<file path="config.mk">
export PLATFORM = sky130hd
export DESIGN_NAME = hspd_top
export DESIGN_NICKNAME = d
export VERILOG_FILES = /design/src/design/hspd_pkg.sv /design/src/design/hspd_top.sv
export VERILOG_INCLUDE_DIRS = /design/src /design/src/design
export SDC_FILE = /design/constraint.sdc
export NUM_CORES = 2
export LEC_CHECK = 0
export ABC_AREA = 1
export BUFFER_PORTS_ARGS = -buffer_cell sky130_fd_sc_hd__buf_2
export CAP_MARGIN = 20
export CORE_MARGIN = 2
export CORE_UTILIZATION = 35
export CTS_CLUSTER_DIAMETER = 80
export DETAILED_ROUTE_END_ITERATION = 12
export SLEW_MARGIN = 20
export SYNTH_ARGS = -nofsm -noshare
export SYNTH_HDL_FRONTEND = slang
export SYNTH_SLANG_ARGS = --single-unit
</file>
<file path="constraint.sdc">
create_clock -name clk -period 30 [get_ports clk]
set_input_delay 1.5 -clock clk [delete_from_list [all_inputs] [get_ports clk]]
set_output_delay 1.5 -clock clk [all_outputs]
set_load 0.02 [all_outputs]
</file>
<file path="src/design/hspd_map.svh">
// Purpose: register codes, reset values and timing figures of the serial packetizer
// Assumes: register codes equal the binary command codes of the device
// Notes: definitions only
`ifndef HSPD_MAP_SVH
`define HSPD_MAP_SVH

// ****************************************
// register codes
// ****************************************
`define HSPD_A_FAULT_TALLY    8'h0f
`define HSPD_A_DEFAULT_LOAD   8'h0e
`define HSPD_A_LINE_TWO       8'h16
`define HSPD_A_STRENGTH       8'h1c
`define HSPD_A_THRESHOLD      8'h20
`define HSPD_A_TIMEOUT        8'h21
`define HSPD_A_PWM_HOLD       8'h22
`define HSPD_A_SERIAL_UPPER   8'h25
`define HSPD_A_SERIAL_LOWER   8'h26
`define HSPD_A_MAX_PACKET     8'h29
`define HSPD_A_BUF_SIZE       8'h2c
`define HSPD_A_PARITY         8'h30
`define HSPD_A_GOOD_TALLY     8'h31

// ****************************************
// reset values and ranges
// ****************************************
`define HSPD_RST_PARITY       3'h0
`define HSPD_MAX_PARITY       3'h5
`define HSPD_RST_MAX_PACKET   16'h0040
`define HSPD_MIN_MAX_PACKET   16'h0002
`define HSPD_TOP_MAX_PACKET   16'h0100
`define HSPD_RST_THRESHOLD    16'h0001
`define HSPD_RST_TIMEOUT      16'h0000
`define HSPD_RST_LINE_TWO     2'h0
`define HSPD_MAX_LINE_TWO     2'h2
`define HSPD_RST_PWM_HOLD     8'h00
`define HSPD_HOLD_FOREVER     8'hff
`define HSPD_TALLY_MAX        16'hffff
`define HSPD_FLOW_HYST        16'h0010

// ****************************************
// strength and pwm figures
// ****************************************
`define HSPD_STRENGTH_FLOOR   8'h06
`define HSPD_PWM_STEPS        6'h28
`define HSPD_PWM_MAX_STEP     6'h26
`define HSPD_PWM_BASE_STEP    8'h0d

// ****************************************
// timing figures
// ****************************************
`define HSPD_CLK_MHZ          100
`define HSPD_TICK_US          200
`define HSPD_PWM_STEP_US      208
`define HSPD_HOLD_UNIT_US     100000
`define HSPD_BIT_TIME_NS      104167
`define HSPD_CLK_NS           10

`endif

</file>
<file path="src/design/hspd_pkg.sv">
// Purpose: types of the serial packetizer
// Assumes: hspd_map.svh holds the map figures; buffer depth, flow threshold and serial numbers are hspd_top parameters
// Notes: none
package hspd_pkg;

  typedef enum logic [2:0] {
    HSPD_FMT_NONE,
    HSPD_FMT_EVEN,
    HSPD_FMT_ODD,
    HSPD_FMT_MARK,
    HSPD_FMT_SPACE,
    HSPD_FMT_NINE
  } hspd_fmt_e;

  typedef enum logic [2:0] {
    HSPD_RX_IDLE,
    HSPD_RX_START,
    HSPD_RX_DATA,
    HSPD_RX_PAR,
    HSPD_RX_STOP
  } hspd_rx_e;

  typedef enum logic {
    HSPD_PZ_COLLECT,
    HSPD_PZ_SEND
  } hspd_pz_e;

endpackage

</file>
<file path="src/design/hspd_top.sv">
// Purpose: host serial receiver, packetizer, diagnostics and strength pwm
// Assumes: rf side logic runs on clk; host line and config pin are asynchronous
// Notes: registers reached by command code on the command port
`timescale 1ns/1ns
`include "hspd_map.svh"

module hspd_top
  import hspd_pkg::*;
#(
  parameter int DI_DEPTH = 255,
  parameter int FLOW_THRESHOLD = DI_DEPTH - 17,
  parameter int BIT_CYC = `HSPD_BIT_TIME_NS / `HSPD_CLK_NS,
  parameter int TICK_CYC = `HSPD_TICK_US * `HSPD_CLK_MHZ,
  parameter int PWM_STEP_CYC = `HSPD_PWM_STEP_US * `HSPD_CLK_MHZ,
  parameter int HOLD_UNIT_CYC = `HSPD_HOLD_UNIT_US * `HSPD_CLK_MHZ,
  parameter logic [15:0] SERIAL_UPPER = 16'h1234,
  parameter logic [15:0] SERIAL_LOWER = 16'h5678
)
(
  input wire logic clk,
  input wire logic rst_n,
  input wire logic host_rx,
  output logic cts_n,
  output logic [1:0] input_line_two,
  input wire logic cfg_pin_in,
  output logic cfg_pin_out,
  output logic cfg_pin_oe_n,
  output logic cmd_mode_req,
  input wire logic cmd_valid,
  input wire logic cmd_write,
  input wire logic [7:0] cmd_code,
  input wire logic [15:0] cmd_wdata,
  output logic rsp_valid,
  output logic rsp_err,
  output logic [15:0] rsp_data,
  output logic rf_valid,
  output logic [8:0] rf_data,
  output logic rf_last,
  input wire logic rf_ready,
  input wire logic rx_pkt_good,
  input wire logic rx_pkt_fault,
  input wire logic [7:0] rx_pkt_strength
);

  // arbitrary serial number values; output buffer depth derived
  localparam int DO_DEPTH = (DI_DEPTH * 3) / 2;
  localparam int CW = $clog2(DI_DEPTH + 1);
  localparam int AW = $clog2(DI_DEPTH);

  // ****************************************
  // reset and input synchronisers
  // ****************************************
  logic rst_a_ff, rst_b_ff, rst_s_n;
  logic rx_a_ff, rx_b_ff, cfg_a_ff, cfg_b_ff;

  always_ff @(posedge clk or negedge rst_n)
  begin
    if (!rst_n)
    begin
      rst_a_ff <= 1'b0;
      rst_b_ff <= 1'b0;
    end
    else
    begin
      rst_a_ff <= 1'b1;
      rst_b_ff <= rst_a_ff;
    end
  end
  assign rst_s_n = rst_b_ff;

  always_ff @(posedge clk or negedge rst_s_n)
  begin
    if (!rst_s_n)
    begin
      rx_a_ff <= 1'b1;
      rx_b_ff <= 1'b1;
      cfg_a_ff <= 1'b1;
      cfg_b_ff <= 1'b1;
    end
    else
    begin
      rx_a_ff <= host_rx;
      rx_b_ff <= rx_a_ff;
      cfg_a_ff <= cfg_pin_in;
      cfg_b_ff <= cfg_a_ff;
    end
  end

  // ****************************************
  // configuration registers
  // ****************************************
  logic [2:0] parity_select_ff;
  logic [15:0] max_packet_size_ff, packetization_threshold_ff, packetization_timeout_ff;
  logic [1:0] input_line_two_function_ff;
  logic [7:0] strength_pwm_hold_time_ff, last_packet_strength_ff;
  logic wr;
  assign wr = cmd_valid && cmd_write;

  always_ff @(posedge clk or negedge rst_s_n)
  begin
    if (!rst_s_n)
    begin
      parity_select_ff <= `HSPD_RST_PARITY;
      max_packet_size_ff <= `HSPD_RST_MAX_PACKET;
      packetization_threshold_ff <= `HSPD_RST_THRESHOLD;
      packetization_timeout_ff <= `HSPD_RST_TIMEOUT;
      input_line_two_function_ff <= `HSPD_RST_LINE_TWO;
      strength_pwm_hold_time_ff <= `HSPD_RST_PWM_HOLD;
    end
    else if (wr && cmd_code == `HSPD_A_DEFAULT_LOAD)
    begin
      parity_select_ff <= `HSPD_RST_PARITY;
      max_packet_size_ff <= `HSPD_RST_MAX_PACKET;
      packetization_threshold_ff <= `HSPD_RST_THRESHOLD;
      packetization_timeout_ff <= `HSPD_RST_TIMEOUT;
      input_line_two_function_ff <= `HSPD_RST_LINE_TWO;
      strength_pwm_hold_time_ff <= `HSPD_RST_PWM_HOLD;
    end
    else if (wr)
    begin
      if (cmd_code == `HSPD_A_PARITY && cmd_wdata[15:0] <= {13'h0000, `HSPD_MAX_PARITY})
        parity_select_ff <= cmd_wdata[2:0];
      if (cmd_code == `HSPD_A_MAX_PACKET && cmd_wdata >= `HSPD_MIN_MAX_PACKET
          && cmd_wdata <= `HSPD_TOP_MAX_PACKET)
      begin
        max_packet_size_ff <= cmd_wdata;
        if (cmd_wdata < packetization_threshold_ff)
          packetization_threshold_ff <= cmd_wdata;
      end
      if (cmd_code == `HSPD_A_THRESHOLD && cmd_wdata != 16'h0000
          && cmd_wdata <= max_packet_size_ff)
        packetization_threshold_ff <= cmd_wdata;
      if (cmd_code == `HSPD_A_TIMEOUT)
        packetization_timeout_ff <= cmd_wdata;
      if (cmd_code == `HSPD_A_LINE_TWO && cmd_wdata <= {14'h0000, `HSPD_MAX_LINE_TWO})
        input_line_two_function_ff <= cmd_wdata[1:0];
      if (cmd_code == `HSPD_A_PWM_HOLD && cmd_wdata[15:8] == 8'h00)
        strength_pwm_hold_time_ff <= cmd_wdata[7:0];
    end
  end

  // ****************************************
  // uart receiver
  // ****************************************
  hspd_rx_e rx_state_ff;
  logic [15:0] bit_cnt_ff;
  logic [3:0] bit_idx_ff;
  logic [8:0] shift_ff;
  logic par_bad_ff, byte_ok_ff, silence_rst;
  logic [8:0] byte_data_ff;
  logic bit_mid, bit_end, last_data_bit, par_want;
  hspd_fmt_e fmt;

  assign fmt = hspd_fmt_e'(parity_select_ff);
  assign bit_end = (bit_cnt_ff == 16'(BIT_CYC - 1));
  assign bit_mid = (bit_cnt_ff == 16'(BIT_CYC / 2));
  assign last_data_bit = (bit_idx_ff == ((fmt == HSPD_FMT_NINE) ? 4'h8 : 4'h7));

  always_comb
  begin
    unique case (fmt)
      HSPD_FMT_EVEN: par_want = ^shift_ff[7:0];
      HSPD_FMT_ODD: par_want = ~^shift_ff[7:0];
      HSPD_FMT_MARK: par_want = 1'b1;
      default: par_want = 1'b0;
    endcase
  end

  always_ff @(posedge clk or negedge rst_s_n)
  begin
    if (!rst_s_n)
    begin
      rx_state_ff <= HSPD_RX_IDLE;
      bit_cnt_ff <= 16'h0000;
      bit_idx_ff <= 4'h0;
      shift_ff <= 9'h000;
      par_bad_ff <= 1'b0;
      byte_ok_ff <= 1'b0;
      byte_data_ff <= 9'h000;
    end
    else
    begin
      byte_ok_ff <= 1'b0;
      bit_cnt_ff <= (rx_state_ff == HSPD_RX_IDLE || bit_end) ? 16'h0000 : bit_cnt_ff + 16'h0001;
      unique case (rx_state_ff)
        HSPD_RX_IDLE:
          if (!rx_b_ff)
            rx_state_ff <= HSPD_RX_START;
        HSPD_RX_START:
          if (bit_mid && rx_b_ff)
            rx_state_ff <= HSPD_RX_IDLE;
          else if (bit_end)
          begin
            rx_state_ff <= HSPD_RX_DATA;
            bit_idx_ff <= 4'h0;
            par_bad_ff <= 1'b0;
            shift_ff <= 9'h000;
          end
        HSPD_RX_DATA:
        begin
          if (bit_mid)
            shift_ff[bit_idx_ff] <= rx_b_ff;
          if (bit_end)
          begin
            bit_idx_ff <= bit_idx_ff + 4'h1;
            if (last_data_bit)
              rx_state_ff <= (fmt == HSPD_FMT_NONE || fmt == HSPD_FMT_NINE)
                             ? HSPD_RX_STOP : HSPD_RX_PAR;
          end
        end
        HSPD_RX_PAR:
        begin
          if (bit_mid)
            par_bad_ff <= (rx_b_ff != par_want);
          if (bit_end)
            rx_state_ff <= HSPD_RX_STOP;
        end
        HSPD_RX_STOP:
          if (bit_mid)
          begin
            rx_state_ff <= HSPD_RX_IDLE;
            byte_ok_ff <= rx_b_ff && !par_bad_ff;
            byte_data_ff <= shift_ff;
          end
      endcase
    end
  end

  // ****************************************
  // input buffer and packetizer
  // ****************************************
  logic [8:0] buf_mem [DI_DEPTH];
  logic [AW-1:0] wr_ptr_ff, rd_ptr_ff;
  logic [CW-1:0] count_ff;
  logic [15:0] sent_ff, silence_ff, tick_cnt_ff;
  logic tick, push, pop, pop_last, trig;
  hspd_pz_e pz_state_ff;

  assign push = byte_ok_ff && (count_ff != CW'(DI_DEPTH));
  assign pop = (pz_state_ff == HSPD_PZ_SEND) && (count_ff != '0) && (!rf_valid || rf_ready);
  assign pop_last = (sent_ff + 16'h0001 == max_packet_size_ff)
                    || (count_ff == CW'(1) && !push);
  assign silence_rst = byte_ok_ff;
  assign tick = (tick_cnt_ff == 16'(TICK_CYC - 1));
  assign trig = (count_ff != '0) && ((16'(count_ff) >= packetization_threshold_ff)
                || (packetization_timeout_ff != 16'h0000
                    && silence_ff >= packetization_timeout_ff));

  always_ff @(posedge clk)
  begin
    if (push)
      buf_mem[wr_ptr_ff] <= byte_data_ff;
  end

  always_ff @(posedge clk or negedge rst_s_n)
  begin
    if (!rst_s_n)
    begin
      tick_cnt_ff <= 16'h0000;
      silence_ff <= 16'h0000;
    end
    else
    begin
      tick_cnt_ff <= (tick || silence_rst) ? 16'h0000 : tick_cnt_ff + 16'h0001;
      if (silence_rst)
        silence_ff <= 16'h0000;
      else if (tick && silence_ff != 16'hffff)
        silence_ff <= silence_ff + 16'h0001;
    end
  end

  always_ff @(posedge clk or negedge rst_s_n)
  begin
    if (!rst_s_n)
    begin
      wr_ptr_ff <= '0;
      rd_ptr_ff <= '0;
      count_ff <= '0;
      pz_state_ff <= HSPD_PZ_COLLECT;
      sent_ff <= 16'h0000;
      rf_valid <= 1'b0;
      rf_data <= 9'h000;
      rf_last <= 1'b0;
    end
    else
    begin
      if (push)
        wr_ptr_ff <= (wr_ptr_ff == AW'(DI_DEPTH - 1)) ? '0 : wr_ptr_ff + AW'(1);
      if (pop)
        rd_ptr_ff <= (rd_ptr_ff == AW'(DI_DEPTH - 1)) ? '0 : rd_ptr_ff + AW'(1);
      count_ff <= count_ff + CW'(push) - CW'(pop);
      if (rf_valid && rf_ready && !pop)
        rf_valid <= 1'b0;
      if (pop)
      begin
        rf_valid <= 1'b1;
        rf_data <= buf_mem[rd_ptr_ff];
        rf_last <= pop_last;
        sent_ff <= pop_last ? 16'h0000 : sent_ff + 16'h0001;
      end
      unique case (pz_state_ff)
        HSPD_PZ_COLLECT:
          if (trig)
            pz_state_ff <= HSPD_PZ_SEND;
        HSPD_PZ_SEND:
          if (pop && pop_last && count_ff == CW'(1) && !push)
            pz_state_ff <= HSPD_PZ_COLLECT;
      endcase
    end
  end

  // ****************************************
  // flow control and line two
  // ****************************************
  always_ff @(posedge clk or negedge rst_s_n)
  begin
    if (!rst_s_n)
    begin
      cts_n <= 1'b0;
      input_line_two <= `HSPD_RST_LINE_TWO;
    end
    else
    begin
      input_line_two <= input_line_two_function_ff;
      if (16'(count_ff) >= 16'(FLOW_THRESHOLD))
        cts_n <= 1'b1;
      else if (16'(count_ff) + `HSPD_FLOW_HYST < 16'(FLOW_THRESHOLD))
        cts_n <= 1'b0;
    end
  end

  // ****************************************
  // receive tallies and strength
  // ****************************************
  logic [15:0] rx_fault_tally_ff, rx_good_tally_ff, fault_base, good_base;

  assign fault_base = (wr && cmd_code == `HSPD_A_FAULT_TALLY) ? cmd_wdata : rx_fault_tally_ff;
  assign good_base = (wr && cmd_code == `HSPD_A_GOOD_TALLY) ? cmd_wdata : rx_good_tally_ff;

  always_ff @(posedge clk or negedge rst_s_n)
  begin
    if (!rst_s_n)
    begin
      rx_fault_tally_ff <= 16'h0000;
      rx_good_tally_ff <= 16'h0000;
      last_packet_strength_ff <= `HSPD_STRENGTH_FLOOR;
    end
    else
    begin
      // a load in the same cycle as an event still counts the event
      rx_fault_tally_ff <= (rx_pkt_fault && fault_base != `HSPD_TALLY_MAX)
                           ? fault_base + 16'h0001 : fault_base;
      rx_good_tally_ff <= (rx_pkt_good && good_base != `HSPD_TALLY_MAX)
                          ? good_base + 16'h0001 : good_base;
      if (rx_pkt_good)
        last_packet_strength_ff <= rx_pkt_strength;
    end
  end

  // ****************************************
  // command answers
  // ****************************************
  always_ff @(posedge clk or negedge rst_s_n)
  begin
    if (!rst_s_n)
    begin
      rsp_valid <= 1'b0;
      rsp_err <= 1'b0;
      rsp_data <= 16'h0000;
    end
    else
    begin
      rsp_valid <= cmd_valid;
      rsp_err <= 1'b0;
      rsp_data <= 16'h0000;
      if (cmd_valid)
        unique case (cmd_code)
          `HSPD_A_FAULT_TALLY: rsp_data <= rx_fault_tally_ff;
          `HSPD_A_GOOD_TALLY: rsp_data <= rx_good_tally_ff;
          `HSPD_A_DEFAULT_LOAD: rsp_data <= 16'h0000;
          `HSPD_A_LINE_TWO: rsp_data <= {14'h0000, input_line_two_function_ff};
          `HSPD_A_STRENGTH: rsp_data <= {8'h00, last_packet_strength_ff};
          `HSPD_A_THRESHOLD: rsp_data <= packetization_threshold_ff;
          `HSPD_A_TIMEOUT: rsp_data <= packetization_timeout_ff;
          `HSPD_A_PWM_HOLD: rsp_data <= {8'h00, strength_pwm_hold_time_ff};
          `HSPD_A_SERIAL_UPPER: rsp_data <= SERIAL_UPPER;
          `HSPD_A_SERIAL_LOWER: rsp_data <= SERIAL_LOWER;
          `HSPD_A_MAX_PACKET: rsp_data <= max_packet_size_ff;
          `HSPD_A_BUF_SIZE: rsp_data <= {8'h00, 8'(DI_DEPTH)};
          `HSPD_A_PARITY: rsp_data <= {13'h0000, parity_select_ff};
          default: rsp_err <= 1'b1;
        endcase
    end
  end

  // ****************************************
  // strength pwm on the config pin
  // ****************************************
  logic [15:0] step_cnt_ff;
  logic [5:0] phase_ff, duty_ff;
  logic [31:0] hold_cnt_ff;
  logic [7:0] hold_units_ff;
  logic [1:0] strap_wait_ff;
  logic seen_pkt_ff, showing_ff, step_tick;
  logic [7:0] above, duty_calc;

  assign step_tick = (step_cnt_ff == 16'(PWM_STEP_CYC - 1));
  assign above = (rx_pkt_strength > `HSPD_STRENGTH_FLOOR)
                 ? rx_pkt_strength - `HSPD_STRENGTH_FLOOR : 8'h00;
  // 0.6 step per dB above base of 13 steps, capped at 38 of 40
  assign duty_calc = `HSPD_PWM_BASE_STEP + 8'((16'(above) * 16'd3) / 16'd5);

  always_ff @(posedge clk or negedge rst_s_n)
  begin
    if (!rst_s_n)
    begin
      strap_wait_ff <= 2'h0;
      cmd_mode_req <= 1'b0;
      cfg_pin_oe_n <= 1'b1;
      cfg_pin_out <= 1'b0;
      step_cnt_ff <= 16'h0000;
      phase_ff <= 6'h00;
      duty_ff <= 6'h00;
      hold_cnt_ff <= 32'h0000_0000;
      hold_units_ff <= 8'h00;
      seen_pkt_ff <= 1'b0;
      showing_ff <= 1'b0;
    end
    else
    begin
      if (strap_wait_ff != 2'h3)
      begin
        strap_wait_ff <= strap_wait_ff + 2'h1;
        if (strap_wait_ff == 2'h2)
          cmd_mode_req <= !cfg_b_ff;
      end
      else
        cfg_pin_oe_n <= (strength_pwm_hold_time_ff == 8'h00);
      step_cnt_ff <= step_tick ? 16'h0000 : step_cnt_ff + 16'h0001;
      if (step_tick)
        phase_ff <= (phase_ff == `HSPD_PWM_STEPS - 6'h01) ? 6'h00 : phase_ff + 6'h01;
      if (rx_pkt_good)
      begin
        seen_pkt_ff <= 1'b1;
        showing_ff <= 1'b1;
        hold_cnt_ff <= 32'h0000_0000;
        hold_units_ff <= 8'h00;
        if (above == 8'h00)
          duty_ff <= 6'h00;
        else if (duty_calc > {2'h0, `HSPD_PWM_MAX_STEP})
          duty_ff <= `HSPD_PWM_MAX_STEP;
        else
          duty_ff <= duty_calc[5:0];
      end
      else if (showing_ff && strength_pwm_hold_time_ff != `HSPD_HOLD_FOREVER)
      begin
        hold_cnt_ff <= (hold_cnt_ff == 32'(HOLD_UNIT_CYC - 1))
                       ? 32'h0000_0000 : hold_cnt_ff + 32'h0000_0001;
        if (hold_cnt_ff == 32'(HOLD_UNIT_CYC - 1))
        begin
          hold_units_ff <= hold_units_ff + 8'h01;
          if (hold_units_ff + 8'h01 >= strength_pwm_hold_time_ff)
            showing_ff <= 1'b0;
        end
      end
      cfg_pin_out <= (strap_wait_ff == 2'h3) && (strength_pwm_hold_time_ff != 8'h00)
                     && seen_pkt_ff && showing_ff && (phase_ff < duty_ff);
    end
  end

endmodule

</file>
==> run summary <==
* **fin area** 0.1230 sq mm
* **commonest cells in the synthesized netlist** 2295 x edfxtp_1, 1618 x nor2_1, 1354 x o21ai_0
* **area share of the largest cell type after synthesis** 62.83%
* **endpoints failing hold** 0
* **# H-tree levels** 5
* **ys async rst share** 12.57%
* **CP bufs+invs** 9
* **status** completed
* **via count of the first global-routing pass** 70.88k
* **number of storage elements in the synthesis netlist** 2625
* **half-perimeter wire length after detailed placement** 180.4 mm
* **worst voltage drop across the vdd grid** 0.00009428 V
* **Peak Freq** 0.1394 GHz
* **library cell with the highest instance count after synthesis** edfxtp_1
* **Chip Height** 563.8 microns
* **number of cells upsized or downsized after cts** 0
* **Crit path required time** 30.67 ns
* **number of max-slew violations in the final report** 0
* **area of the mapped netlist** 0.1097 sq mm
* **detailed-router iteration count before antenna repair** 8
* **cell area after placement** 0.1143 sq mm
* **net count after synthesis** 9323
* **clock net sink count** 2625
* **setup TNS** 0 ns
* **initial core utilization** 35.17%
* **DRC marker count from the first detailed-route iteration** 8432
* **post-detailed-route wirelength per cell** 22.99 microns
* **PortBufs** 75
* **setup repair after global routing missed its margin** no
* **headroom to the max-slew limit** 15.63%
* **Worst path top cell family by delay** simple AND/OR/NAND/NOR gates
* **highest net fanout along the worst path** 11
* **Avg Vias per Cell** 5.550
* **Worst setup EP type** flop
* **vias** 74.53k
* **Critical Path Most Common Cell** nand2_4
* **Die Outline Area** 0.3179 sq mm
* **wire length of the first global-routing pass** 457.8 mm
* **overall track demand over capacity in global routing** 18.77%
* **Final setup violation count** 0
* **clock tree from TritonCTS** done
* **share of synthesized area occupied by flip-flops and latches** 70.37%
* **pre-CTS setup slack** 21.97 ns
* **cell depth of the worst setup path** 53
* **number of antenna violations at the first check in global routing** 7
* **layout cell share with drive strength beyond 1** 7.725%
* **count of yosys warnings during synthesis** 0
* **weighted congestion at the end of routability-driven global placement** 0.9304
* **Post-route DRC** 0
* **area delta synth->final** 12.12%
* **Worst Reg2Reg Path Length in Cells** 11
* **final net count** 9242
* **count of different cell masters after synthesis** 81
* **Filler cells** 29.28k
* **number of max-cap violations** 0
* **I/O pin count** 76
* **measured slew at the worst slew-check pin** 1.266 ns
* **total wire length** 308.7 mm
* **Worst Path Class, Setup** input port to flop
* **Die X** 563.8 microns
* **Area contributors post-synth** edfxtp_1 63%, dfrtp_1 7.3%, o21ai_0 6.2%
* **area leader, netlist** edfxtp_1
* **number of cells produced by synthesis** 9157
* **Most used DFF post-synth** edfxtp_1
* **largest net degree at the start of global routing** 220
* **Setup crit start kind** input port
* **Longest Clk Path Bufs** 4
* **Arr. time, crit path** 7.84 ns
* **CTS hold repair buffers** 0
* **Clk Latency, worst-skew pair** 0.87 ns
* **largest stage delay on the critical path** 0.52 ns
* **TritonCTS buffer count** 278
* **class of the tightest hold or removal check** flop to async pin
* **area occupied by registers** 0.07724 sq mm
* **final setup slack of the worst path** 22.83 ns
* **Leakage Power** 46.85 nW
* **Reg clk slew, reported paths** 0.06 ns
* **minimum clock period after layout** 7.172 ns
* **number of post-CTS setup repair buffers** 0
* **cell at the root of the clock tree** clkbuf_16
* **gr ovfl total** 0
* **mean cell area of the mapped netlist** 11.98 sq um
* **area of the multi-input gates** 0.02879 sq mm
* **Worst path slowest cell** nor3_1
* **Row Count** 205
* **Std-Cell Core Area** 0.3119 sq mm
* **clock skew after layout** 0.09102 ns
* **cell area power density** 89.62 mW/mm^2
* **crit share post-route** 23.91%
* **final antenna-violating net count** 0
* **number of enable-type register cells in the synthesized netlist** 2295
[final timing paths]
kind / startpoint / end / slack, ns
hold reg to reg: rst_b_ff$_DFF_PN0_ / rx_good_tally_ff[2]$_DFF_PN0_ / 0.31
max in group asynchronous: rst_b_ff$_DFF_PN0_ / duty_ff[0]$_DFFE_PN0P_ / 27.64
min in group clk: rst_a_ff$_DFF_PN0_ / rst_b_ff$_DFF_PN0_ / 0.35
hold / removal: rst_b_ff$_DFF_PN0_ / rx_good_tally_ff[2]$_DFF_PN0_ / 0.31
setup reg to reg: rd_ptr_ff[0]$_DFFE_PN0P_ / rf_data[2]$_DFFE_PN0P_ / 23.98
setup / recovery: rx_pkt_strength[3] / duty_ff[5]$_DFFE_PN0P_ / 22.83
[where the power goes]
part | switching, mW | internal [mW] | total, mW
clock network | 1.43 | 1.90 | 3.34
logic | 2.55 | 1.06 | 3.61
registers | 0.102 | 3.97 | 4.08
[layer usage]
metal	part of all wire, %	global-route usage, %	vias up
li1	-	-	33420
met1	41	25.45	37070
met2	46	29.90	3356
met3	8.3	3.100	674
met4	4.3	7.789	6
met5	0.011	0	-
[kinds of logic after synthesis]
| family | after synthesis | synth area share [%] |
|---|---|---|
| other | 1 | 0.003419 |
| xor gates and xnor gates | 82 | 0.6685 |
| and+or+nand+nor | 2813 | 10.62 |
| adders and majority gates | 125 | 1.433 |
| DFF | 2625 | 70.37 |
| AOI/OAI and AO/OA | 2505 | 13.35 |
| buffers and inverters | 996 | 3.443 |
| muxes | 10 | 0.1129 |
[state kept, by name, indices dropped and copies added, names as in the netlist, 9 cells and up]
name / flops
step_cnt_ff: 16
shift_ff: 9
rsp_data: 16
packetization_timeout_ff: 16
tick_cnt_ff: 16
rf_data: 9
sent_ff: 16
bit_cnt_ff: 16
rx_fault_tally_ff: 16
hold_cnt_ff: 32
byte_data_ff: 9
rx_good_tally_ff: 16
buf_mem: 2295
max_packet_size_ff: 16
silence_ff: 16
packetization_threshold_ff: 16
[stage by stage]
step           util (%)  total power, mW  hold WS, ns  std cells
2_1_floorplan         -            6.505       0.3312       9157
6_report          39.43            11.02       0.3108      13430
5_1_grt           39.43            11.52       0.3469      13420
3_5_place_dp      36.64            7.721       0.3410      12940
4_1_cts           39.41            11.03       0.3546      13420
3_3_place_gp      36.63            7.663       0.3376      12930
[placed cells by master, fill, tap and decap left out, types with 186 or more instances in the layout]
cell type and count:
o21ai_0 1353, inv_1 420, nor2_1 1613, clkbuf_16 283, dfrtp_1 307, o221ai_1 186, a21oi_1 227, o22ai_1 415
nand3_1 252, nand2_1 668, edfxtp_1 2295
[area by class of cell]
cell class	count	area share (%)
Clock buffer	352	6.026
Clock inverter	134	1.011
Multi-Input combinational cell	5536	23.41
Tap cell	4140	4.212
Sequential cell	2625	62.81
Inverter	453	1.427
Antenna cell	7	0.01424
Timing Repair Buffer	182	1.090
Note: power is estimated with default switching activity, not from simulation.
